==> src/logic/keypad_regs.svh <==
`ifndef KEYPAD_REGS_SVH
`define KEYPAD_REGS_SVH

// register indices; byte address is four times the index
`define COLUMN_RESULT_IDX 8'hD1
`define ROW_RESULT_IDX 8'hD2
`define KEYPAD_TIMING_IDX 8'hD3
`define KEYPAD_CONTROL_STATUS_IDX 8'hD4
`define IRQ_STATUS_IDX 8'hD8
`define IRQ_MASK_IDX 8'hD9
`define KEY_SETUP_IDX 8'hDA

// reset values
`define KEYPAD_TIMING_RST 8'h00
`define KEYPAD_CONTROL_STATUS_RST 8'h00
`define COLUMN_RESULT_RST 5'h1F
`define ROW_RESULT_RST 6'h3F
`define IRQ_RST 3'h0
`define KEY_SETUP_RST 1'h0

// keypad_timing fields
`define SCAN_STEP_LSB 0
`define SCAN_STEP_MSB 1
`define DEBOUNCE_LSB 2
`define DEBOUNCE_MSB 7

// keypad_control_status fields
`define KEY_DETECT_IRQ_EN_BIT 0
`define KEY_DETECT_FLAG_BIT 1
`define AUTO_SCAN_EN_BIT 2
`define KEY_CLOCK_STATE_BIT 3

// irq status / mask bits
`define EV_VALID_KEY 0
`define EV_INVALID_KEY 1
`define EV_RELEASE 2

// timing
`define PCLK_PERIOD_NS 100
`define KEY_TICK_NS 1000000
`define DEBOUNCE_UNIT_MS 4
`define DEBOUNCE_ZERO_UNITS 7'h40
`define STEP_CODE_1MS 2'h1
`define STEP_CODE_2MS 2'h2
`define STEP_CODE_3MS 2'h0
`define STEP_CODE_4MS 2'h3
`define LAST_COL 3'h4
`define LAST_ROW 3'h5

`endif

==> src/logic/keypad_pkg.sv <==
package keypad_pkg;

   typedef enum logic [2:0] {
      ST_IDLE = 3'b000,
      ST_PRESS_DB = 3'b001,
      ST_SCAN = 3'b010,
      ST_WAIT_REL = 3'b011,
      ST_REL_DB = 3'b100
   } scan_state_t;

   typedef struct packed {
      logic [7:0] timing;
      logic auto_en;
      logic irq_en;
      logic flag;
      logic clk_en;
      logic [4:0] col_res;
      logic [5:0] row_res;
      logic [2:0] irq_sts;
      logic [2:0] irq_mask;
   } regs_t;

   typedef struct packed {
      regs_t r;
      logic [13:0] div;
      logic key_clk;
      logic tick;
      logic [5:0] row_s1;
      logic [5:0] row_s2;
      logic all_high_prev;
      scan_state_t st;
      logic [8:0] tcnt;
      logic [2:0] col_idx;
      logic [2:0] row_idx;
      logic [1:0] hits;
      logic [2:0] hit_col;
      logic [2:0] hit_row;
      logic [4:0] col_out;
      logic irq;
      logic pready;
      logic pslverr;
      logic [31:0] prdata;
   } state_t;

endpackage

==> src/logic/keypad_scan_timing_status.sv <==
`timescale 1ns/1ps
`include "keypad_regs.svh"
// How it works
// - The debounce period is the six-bit field times 4 ms, with 0 meaning 256 ms.
// - The same debounce period is applied to presses and to releases.
// - Successive key checks in a scan are spaced by the two-bit scan step code (01 = 1 ms, 10 = 2 ms).
// - Reading the control/status register returns the present keypad clock level in bit 3.
// - With auto-scan set the block scans by itself; with it clear columns follow the column register.
// - In auto-scan a single valid press sets the key-detect flag and loads column and row results.
// - In bypass mode a falling row after all rows high sets the key-detect flag, bounce included.
// - Reading the control/status register clears the key-detect flag in both modes.
// - In bypass mode detection works even when the keypad clock is stopped.
// - The flag raises the interrupt only while its enable bit is set, but is set regardless.
// - If no row is still low after the press debounce, the block goes back to waiting.
// - Two or more keys found in one scan are invalid and no location is reported.
module keypad_scan_timing_status
   import keypad_pkg::*;
#(
   parameter int KEY_CLK_HALF = `KEY_TICK_NS / `PCLK_PERIOD_NS / 2
) (
   // clock and reset
   input wire logic pclk,
   input wire logic presetn,
   // apb slave
   input wire logic psel,
   input wire logic penable,
   input wire logic pwrite,
   input wire logic [11:0] paddr,
   input wire logic [31:0] pwdata,
   output logic [31:0] prdata,
   output logic pready,
   output logic pslverr,
   // keypad matrix
   input wire logic [5:0] row_in,
   output logic [4:0] col_out,
   // interrupt
   output logic irq
);

   state_t q, d;

   logic access, wr, rd;
   logic [9:0] idx;
   logic [6:0] db_units;
   logic [8:0] db_ticks;
   logic [8:0] step_ticks;
   logic any_low, all_high, row_hit;
   logic [2:0] ev;
   logic flag_set;

   assign access = psel & penable & q.pready;
   assign wr = access & pwrite & ~q.pslverr;
   assign rd = access & ~pwrite & ~q.pslverr;
   assign idx = paddr[11:2];

   always_comb begin
      // 0 is the longest debounce, not the shortest
      db_units = (q.r.timing[`DEBOUNCE_MSB:`DEBOUNCE_LSB] == 6'h00) ? `DEBOUNCE_ZERO_UNITS
                 : {1'b0, q.r.timing[`DEBOUNCE_MSB:`DEBOUNCE_LSB]};
      db_ticks = 9'(db_units) * 9'(`DEBOUNCE_UNIT_MS);
      case (q.r.timing[`SCAN_STEP_MSB:`SCAN_STEP_LSB])
         `STEP_CODE_1MS: step_ticks = 9'h001;
         `STEP_CODE_2MS: step_ticks = 9'h002;
         `STEP_CODE_3MS: step_ticks = 9'h003;
         `STEP_CODE_4MS: step_ticks = 9'h004;
         default: step_ticks = 9'h001;
      endcase
   end

   always_comb begin
      d = q;
      ev = 3'h0;
      flag_set = 1'b0;
      any_low = ~&q.row_s2;
      all_high = &q.row_s2;
      row_hit = ~q.row_s2[q.row_idx];

      // 1 kHz keypad clock from the bus clock; tick on its rising edge
      d.tick = 1'b0;
      if (q.r.clk_en) begin
         if (q.div == 14'(KEY_CLK_HALF - 1)) begin
            d.div = 14'h0000;
            d.key_clk = ~q.key_clk;
            d.tick = ~q.key_clk;
         end else begin
            d.div = q.div + 14'h0001;
         end
      end

      // only the second stage is read by any logic
      d.row_s1 = row_in;
      d.row_s2 = q.row_s1;
      d.all_high_prev = all_high;

      if (q.r.auto_en) begin
         case (q.st)
            ST_IDLE: begin
               d.col_out = 5'h00;
               d.tcnt = 9'h000;
               if (any_low) begin
                  d.st = ST_PRESS_DB;
               end
            end
            ST_PRESS_DB: begin
               if (q.tick) begin
                  d.tcnt = q.tcnt + 9'h001;
               end
               if (q.tick && q.tcnt == db_ticks - 9'h001) begin
                  d.tcnt = 9'h000;
                  if (any_low) begin
                     d.st = ST_SCAN;
                     d.col_idx = 3'h0;
                     d.row_idx = 3'h0;
                     d.hits = 2'h0;
                     d.col_out = 5'h1E;
                  end else begin
                     d.st = ST_IDLE;
                  end
               end
            end
            ST_SCAN: begin
               if (q.tick) begin
                  d.tcnt = q.tcnt + 9'h001;
               end
               if (q.tick && q.tcnt == step_ticks - 9'h001) begin
                  d.tcnt = 9'h000;
                  if (row_hit) begin
                     d.hits = (q.hits == 2'h2) ? 2'h2 : q.hits + 2'h1;
                     d.hit_col = q.col_idx;
                     d.hit_row = q.row_idx;
                  end
                  if (q.row_idx == `LAST_ROW) begin
                     d.row_idx = 3'h0;
                     d.col_idx = q.col_idx + 3'h1;
                     d.col_out = ~(5'h01 << (q.col_idx + 3'h1));
                  end else begin
                     d.row_idx = q.row_idx + 3'h1;
                  end
                  if (q.row_idx == `LAST_ROW && q.col_idx == `LAST_COL) begin
                     d.st = ST_WAIT_REL;
                     d.col_out = 5'h00;
                     if (d.hits == 2'h1) begin
                        flag_set = 1'b1;
                        ev[`EV_VALID_KEY] = 1'b1;
                        d.r.col_res = ~(5'h01 << d.hit_col);
                        d.r.row_res = ~(6'h01 << d.hit_row);
                     end else begin
                        ev[`EV_INVALID_KEY] = 1'b1;
                     end
                  end
               end
            end
            ST_WAIT_REL: begin
               d.col_out = 5'h00;
               d.tcnt = 9'h000;
               if (all_high) begin
                  d.st = ST_REL_DB;
               end
            end
            ST_REL_DB: begin
               // any low row restarts the release debounce
               if (any_low) begin
                  d.tcnt = 9'h000;
               end else if (q.tick) begin
                  d.tcnt = q.tcnt + 9'h001;
                  if (q.tcnt == db_ticks - 9'h001) begin
                     d.st = ST_IDLE;
                     ev[`EV_RELEASE] = 1'b1;
                  end
               end
            end
            default: d.st = ST_IDLE;
         endcase
      end else begin
         // bypass: software drives columns and reads live rows
         d.st = ST_IDLE;
         d.tcnt = 9'h000;
         d.col_out = q.r.col_res;
         d.r.row_res = q.row_s2;
         // needs no keypad clock tick, so works with it stopped
         if (q.all_high_prev && any_low) begin
            flag_set = 1'b1;
         end
      end

      // register writes take effect at the completing edge
      if (wr) begin
         case (idx)
            10'(`KEYPAD_TIMING_IDX): d.r.timing = pwdata[7:0];
            10'(`KEYPAD_CONTROL_STATUS_IDX): begin
               d.r.auto_en = pwdata[`AUTO_SCAN_EN_BIT];
               d.r.irq_en = pwdata[`KEY_DETECT_IRQ_EN_BIT];
            end
            10'(`COLUMN_RESULT_IDX): d.r.col_res = pwdata[4:0];
            10'(`IRQ_MASK_IDX): d.r.irq_mask = pwdata[2:0];
            10'(`KEY_SETUP_IDX): d.r.clk_en = pwdata[0];
            default: d.r = d.r;
         endcase
      end

      // set wins over clear-on-read and write-one-to-clear
      d.r.flag = (q.r.flag & ~(rd && idx == 10'(`KEYPAD_CONTROL_STATUS_IDX))) | flag_set;
      d.r.irq_sts = q.r.irq_sts;
      if (wr && idx == 10'(`IRQ_STATUS_IDX)) begin
         d.r.irq_sts = q.r.irq_sts & ~pwdata[2:0];
      end
      d.r.irq_sts = d.r.irq_sts | ev;
      d.irq = (d.r.flag & d.r.irq_en) | (|(d.r.irq_sts & d.r.irq_mask));

      // one wait state: pready rises in the second access cycle
      d.pready = psel & penable & ~q.pready;
      // the error flag stands only alongside pready, never into the next transfer
      d.pslverr = 1'b0;
      if (psel && penable && !q.pready) begin
         d.prdata = 32'h0000_0000;
         case (idx)
            10'(`KEYPAD_TIMING_IDX): d.prdata[7:0] = q.r.timing;
            10'(`KEYPAD_CONTROL_STATUS_IDX): begin
               d.prdata[`KEY_CLOCK_STATE_BIT] = q.key_clk;
               d.prdata[`AUTO_SCAN_EN_BIT] = q.r.auto_en;
               d.prdata[`KEY_DETECT_FLAG_BIT] = q.r.flag | flag_set;
               d.prdata[`KEY_DETECT_IRQ_EN_BIT] = q.r.irq_en;
            end
            10'(`COLUMN_RESULT_IDX): d.prdata[4:0] = q.r.col_res;
            10'(`ROW_RESULT_IDX): d.prdata[5:0] = q.r.row_res;
            10'(`IRQ_STATUS_IDX): d.prdata[2:0] = q.r.irq_sts;
            10'(`IRQ_MASK_IDX): d.prdata[2:0] = q.r.irq_mask;
            10'(`KEY_SETUP_IDX): d.prdata[0] = q.r.clk_en;
            default: d.pslverr = 1'b1;
         endcase
      end
   end

   always_ff @(posedge pclk or negedge presetn) begin
      if (!presetn) begin
         q.r.timing <= `KEYPAD_TIMING_RST;
         q.r.auto_en <= 1'b0;
         q.r.irq_en <= 1'b0;
         q.r.flag <= 1'b0;
         q.r.clk_en <= `KEY_SETUP_RST;
         q.r.col_res <= `COLUMN_RESULT_RST;
         q.r.row_res <= `ROW_RESULT_RST;
         q.r.irq_sts <= `IRQ_RST;
         q.r.irq_mask <= `IRQ_RST;
         q.div <= 14'h0000;
         q.key_clk <= 1'b0;
         q.tick <= 1'b0;
         q.row_s1 <= 6'h3F;
         q.row_s2 <= 6'h3F;
         q.all_high_prev <= 1'b1;
         q.st <= ST_IDLE;
         q.tcnt <= 9'h000;
         q.col_idx <= 3'h0;
         q.row_idx <= 3'h0;
         q.hits <= 2'h0;
         q.hit_col <= 3'h0;
         q.hit_row <= 3'h0;
         q.col_out <= `COLUMN_RESULT_RST;
         q.irq <= 1'b0;
         q.pready <= 1'b0;
         q.pslverr <= 1'b0;
         q.prdata <= 32'h0000_0000;
      end else begin
         q <= d;
      end
   end

   assign prdata = q.prdata;
   assign pready = q.pready;
   assign pslverr = q.pslverr;
   assign col_out = q.col_out;
   assign irq = q.irq;

endmodule

==> config.mk <==
export PLATFORM = sky130hd
export DESIGN_NAME = keypad_scan_timing_status
export DESIGN_NICKNAME = d
export VERILOG_FILES = /design/src/logic/keypad_pkg.sv /design/src/logic/keypad_scan_timing_status.sv
export VERILOG_INCLUDE_DIRS = /design/src /design/src/logic
export SDC_FILE = /design/constraint.sdc
export NUM_CORES = 1
export LEC_CHECK = 0
export BUFFER_PORTS_ARGS = -buffer_cell sky130_fd_sc_hd__buf_2
export CAP_MARGIN = 20
export CORE_ASPECT_RATIO = 1.1
export CORE_MARGIN = 10
export CORE_UTILIZATION = 40
export DETAILED_ROUTE_END_ITERATION = 8
export GPL_ROUTABILITY_DRIVEN = 1
export PLACE_DENSITY = 0.63
export REMOVE_ABC_BUFFERS = 1
export SLEW_MARGIN = 30
export SYNTH_ARGS = -nofsm -noshare
export SYNTH_HDL_FRONTEND = slang
export SYNTH_SLANG_ARGS = --single-unit
==> constraint.sdc <==
create_clock -name pclk -period 3.8 [get_ports pclk]
set_clock_uncertainty 0.1 [all_clocks]
set_input_delay 0.19 -clock pclk [delete_from_list [all_inputs] [get_ports pclk]]
set_output_delay 0.19 -clock pclk [all_outputs]
set_load 0.05 [all_outputs]
==> results of run 1 <==
synthesized netlist by cell type (all sizes together), types with 12 or more instances:
cell type	instances
dfstp	29
nand4	12
nor2	39
o21ai	48
dfrtp	71
inv	29
mux2	19
nor3	14
nand3	20
a21oi	16
buf	40
o31ai	13
nand2	72
clkbuf	19
mux2i	15
xnor2	12
power breakdown:
part	leakage (nW)	total, mW	internal, mW	switching [mW]
Combinational	1.40	0.168	0.0403	0.128
Sequential	1.26	1.10	1.09	0.0121
Clock	0.148	0.903	0.489	0.414
Total	2.82	2.17	1.62	0.554
kinds of logic after synthesis:
logic type	share of synthesized area, %
DFF	44.03
adders and majority gates	2.387
other	0.06504
xor gates and xnor gates	3.038
and+or+nand+nor	20.27
buffers and inverters	8.355
AOI/OAI and AO/OA	15.15
muxes	6.706
state kept, by name (all words and copies together), names as in the netlist:
name / count
prdata: 8
pready: 1
q: 78
d: 6
irq: 1
pslverr: 1
col_out: 5
path summary, 6_finish.rpt:
| path | from | endpoint | cells past startpoint |
|---|---|---|---|
| worst max-delay path | q[120] | q[53] | 7 |
| worst min-delay path | pwdata[1] | q[108] | 3 |
| max in group asynchronous | presetn | q[67] | 3 |
| worst min register to register | d[69] | q[69] | 0 |
| worst max register to register | q[120] | q[53] | 7 |
| min in group asynchronous | presetn | q[61] | 2 |
metal layers:
layer | wire [um] | track usage (%)
met3 | 583 | 2.862
met5 | 0 | 0
met1 | 6050 | 17.53
met4 | 269 | 5.882
met2 | 6286 | 22.37
worst max-delay path, stage by stage (launching register included):
cell	delay (ns)
dfrtp_1	0.50
or4_1	0.56
o21ai_1	0.15
o211ai_1	0.13
nor4_4	0.43
a21boi_1	0.33
or4_1	0.53
o21ai_0	0.20
final cells by class:
type                    instances  area, sq um
well taps                     188        235.2
clock buffers                  11        252.7
multi-input cells             444         2831
repair buffers                 64        402.9
inverters                      30        112.6
clock inverters                 5        42.54
flip-flops and latches        100         2539
fillers                      1359         7547
what timing repair did:
action | 4_1_cts | 5_1_grt
setup buffers | 0 | 0
hold endpoints to repair | 68 | 0
hold buffers | 12 | 0
metrics by stage:
stage | setup slack, ns | utilization [%] | total power, mW
2_1_floorplan | 0.8667 | - | 1.219
3_3_place_gp | 0.7809 | 42.97 | 1.280
3_5_place_dp | 0.7839 | 42.97 | 1.282
4_1_cts | 0.7640 | 45.95 | 2.202
5_1_grt | 0.5390 | 45.95 | 2.266
6_report | 0.7639 | 45.95 | 2.175
==> summary.txt, run 1 <==
status - completed
Clock Path Buffers - 2
core area - 13960 sq um
R2R Setup Slk - 0.76 ns
Worst Setup End Kind - flop
Syn-to-layout area delta - 11.28%
WP data required - 3.96 ns
die area - 19620 sq um
largest cells by area after synthesis - dfrtp_1, dfstp_2, buf_4, nand2_1, o21ai_0
Clock Latency Late Sink - 0.35 ns
via count - 4438
PD cells - 339.0 nW/um^2
Slew Viols, Final - 0
1st-iter DRT viols - 383
iteration count of the initial detailed-routing pass - 5
number of global-route vias before repair - 4538
Fin. Hold Viols - 0
largest net degree at the start of global routing - 70
H-tree Lvls - 3
Placed Area - 6001 sq um
Min Clock Period, post-route - 3.036 ns
WL/cell - 15.66 um
post-synthesis sequential area ratio - 44.03%
Post-route DRC - 0
FMAX - 0.3294 GHz
MaxCap Viol Count - 0
Netlist cell types - 73
most frequent cells in the layout - nand2_1, dfrtp_1, o21ai_0
fin crit share - 79.90%
Diodes inserted - 0
initial antenna violation count - 0
setup TNS - 0 ns
IO Port Bufs - 44
Syn Area/Cell - 9.452 sq um
share of the synthesized area in the top cell type - 30.82%
dpl hpwl - 9986 um
#FFs+latches synth - 100
crit path kind - reg2reg
Slew @ Worst Pin - 0.8544 ns
Clock transition at path regs - 0.07 ns
arrival time worst endpoint - 3.20 ns
first-pass GRT wire length - 22650 um
CP Max Fanout - 10
vias per cell - 5.271
largest area contributor in the netlist - dfrtp_1
Die Wd - 134.5 um
Leak Pwr - 2.818 nW
WHS - 0.01178 ns
Startpoint Class - flop
die height - 145.9 um
Cells after Synth - 610
clk sinks - 100
min-delay worst type - in2reg
Post-Route WL - 13190 um
post-cts repair resize count - 0
Post-Synthesis Cell Area - 5766 sq um
synth warn - 0
RSZ-0062 raised after global routing - no
Layout Nets - 715
asr flop ratio synth - 100.0%
post-layout instance area - 6416 sq um
final setup fails - 0
Overflow after GRT - 0
CTS tree - built
Std-Cell Rows - 45
gr usage total - 13.89%
share of layout cells above drive strength 1 - 20.64%
ANT nets after route - 0
IO Count - 95
Non-Filler Instances - 842
Synth Flop Type - dfrtp_1
relative slew slack - 43.04%
clock root buffer - clkbuf_16
routability cong. - 0.8442
CTS Buf Count - 9
initial core utilization - 41.29%
Post-synth EDFFs - 0
peak supply drop - 0.0001874 V
placed cells - 814
No activity file was read; power rests on OpenSTA's default activity.
==> run 2: changes to the inputs <==
--- a/config.mk
+++ b/config.mk
@@ -13,7 +13,7 @@
 export CORE_UTILIZATION = 40
 export DETAILED_ROUTE_END_ITERATION = 8
 export GPL_ROUTABILITY_DRIVEN = 1
-export PLACE_DENSITY = 0.63
+export PLACE_DENSITY = 0.65
 export REMOVE_ABC_BUFFERS = 1
 export SLEW_MARGIN = 30
 export SYNTH_ARGS = -nofsm -noshare
==> constraint.sdc (replaced) <==
create_clock -name pclk -period 2.6 [get_ports pclk]
set_clock_uncertainty 0.1 [all_clocks]
set_input_delay 0.13 -clock pclk [delete_from_list [all_inputs] [get_ports pclk]]
set_output_delay 0.13 -clock pclk [all_outputs]
set_load 0.05 [all_outputs]
==> run 2 against run 1 <==
- fmax up 17%
- first-iteration DRC count shrank 16%
- worst hold slack better by 0.076 ns
- routed wire length increased by 10%
- sequential share of layout area fell by 3.7 points
- combinational power increased by 52%
- critical endpoint is now q[61]
- largest cell class unchanged
==> summary.txt, run 2 (synthesis gave the netlist of run 1 again) <==
status - completed
largest net degree at the start of global routing - 59
routability cong. - 0.8910
RSZ-0062 raised after global routing - yes
core area - 13960 sq um
Layout Nets - 782
Worst Setup End Kind - flop
Clock Latency Late Sink - 0.35 ns
number of global-route vias before repair - 4852
Leak Pwr - 3.179 nW
iteration count of the initial detailed-routing pass - 4
die height - 145.9 um
Top reg by flops - q
Largest register FFs - 78
Die Wd - 134.5 um
clk sinks - 100
share of layout cells above drive strength 1 - 30.37%
IO Count - 95
Slew Viols, Final - 0
Finished Core Util - 50.73%
relative slew slack - 62.15%
setup TNS - 0 ns
PnR worst setup slack - 0.007316 ns
Overflow after GRT - 0
Fin. Hold Viols - 0
Syn-to-layout area delta - 22.85%
WP data required - 2.74 ns
Clock Path Buffers - 2
Post-route DRC - 0
Std-Cell Rows - 45
clock root buffer - clkbuf_16
peak supply drop - 0.0003078 V
post-layout instance area - 7083 sq um
IO Port Bufs - 44
Placed Area - 6426 sq um
die area - 19620 sq um
ANT nets after route - 0
final setup fails - 0
Clock transition at path regs - 0.07 ns
FMAX - 0.3857 GHz
fin crit share - 99.72%
arrival time worst endpoint - 2.73 ns
Slew @ Worst Pin - 0.5677 ns
crit path kind - reg2reg
WHS - 0.08802 ns
PD cells - 457.5 nW/um^2
WL/cell - 16.00 um
Min Clock Period, post-route - 2.593 ns
initial antenna violation count - 0
DP Worst Slack - -0.1878 ns
total power - 3.240 mW
CTS Buf Count - 9
1st-iter DRT viols - 323
most frequent cells in the layout - nand2_1, dfrtp_1, buf_4
first-pass GRT wire length - 23850 um
Non-Filler Instances - 909
vias per cell - 5.284
via count - 4803
Diodes inserted - 0
Post-Route WL - 14540 um
H-tree Lvls - 3
CP Max Fanout - 7
gr usage total - 14.56%
min-delay worst type - in2reg
CTS tree - built
Startpoint Class - flop
MaxCap Viol Count - 0
placed cells - 869
dpl hpwl - 10860 um
initial core utilization - 41.29%
-- run 2: cell types whose count changed in the layout (fill, tap and decap cells not counted), sizes merged --
cell and delta:
clkinv -1, buf +64, dlygate4sd3 +3, clkinvlp +1
-- run 2: worst paths after layout --
path | startpoint | endpoint | slack (ns) | cells past startpoint
setup / recovery | q[123] | q[61] | 0.007 | 10
hold / removal | pwrite | q[113] | 0.09 | 3
setup reg to reg | q[123] | q[61] | 0.007 | 10
hold reg to reg | d[70] | q[70] | 0.26 | 0
max in group asynchronous | presetn | q[111] | 1.45 | 3
min in group asynchronous | presetn | q[42] | 0.22 | 2
-- run 2: metal layers --
metal | vias up | part of all wire (%) | GRT usage [%]
met3 | 16 | 5.8 | 3.483
li1 | 2327 | - | -
met4 | 0 | 1.6 | 4.847
met5 | - | 0 | 0
met2 | 137 | 49 | 23.87
met1 | 2323 | 43 | 18.26
-- run 2: area by class of cell --
| class | instances | area, sq um |
|---|---|---|
| clock buffer | 11 | 254.0 |
| clock inverter | 5 | 52.55 |
| fill | 1309 | 6880 |
| inverter | 30 | 112.6 |
| multi-input combinational | 444 | 2952 |
| sequential | 100 | 2539 |
| tap | 188 | 235.2 |
| timing repair buffer | 131 | 938.4 |
-- run 2: worst max-delay path: stages (launching register included) --
cell	delay, ns
dfrtp_1	0.39
or4_4	0.54
or3_1	0.36
o211ai_1	0.15
nor4_4	0.07
buf_6	0.14
buf_4	0.13
a311oi_2	0.19
buf_4	0.20
nand4b_1	0.11
o31ai_1	0.10
-- run 2: power breakdown --
part | internal [mW] | switching (mW) | leakage (nW)
clock network | 0.731 | 0.642 | 0.147
logic | 0.0657 | 0.190 | 1.77
registers | 1.59 | 0.0171 | 1.26
total | 2.39 | 0.849 | 3.18
-- run 2: what timing repair did --
item                       in CTS  in global routing
hold endpoints to repair       42                  0
resized for setup               8                 32
buffers inserted                7                  1
hold buffers                   15                  0
pin swaps                      13                 11
cloned                          1                  0
setup endpoints to repair      31                 33
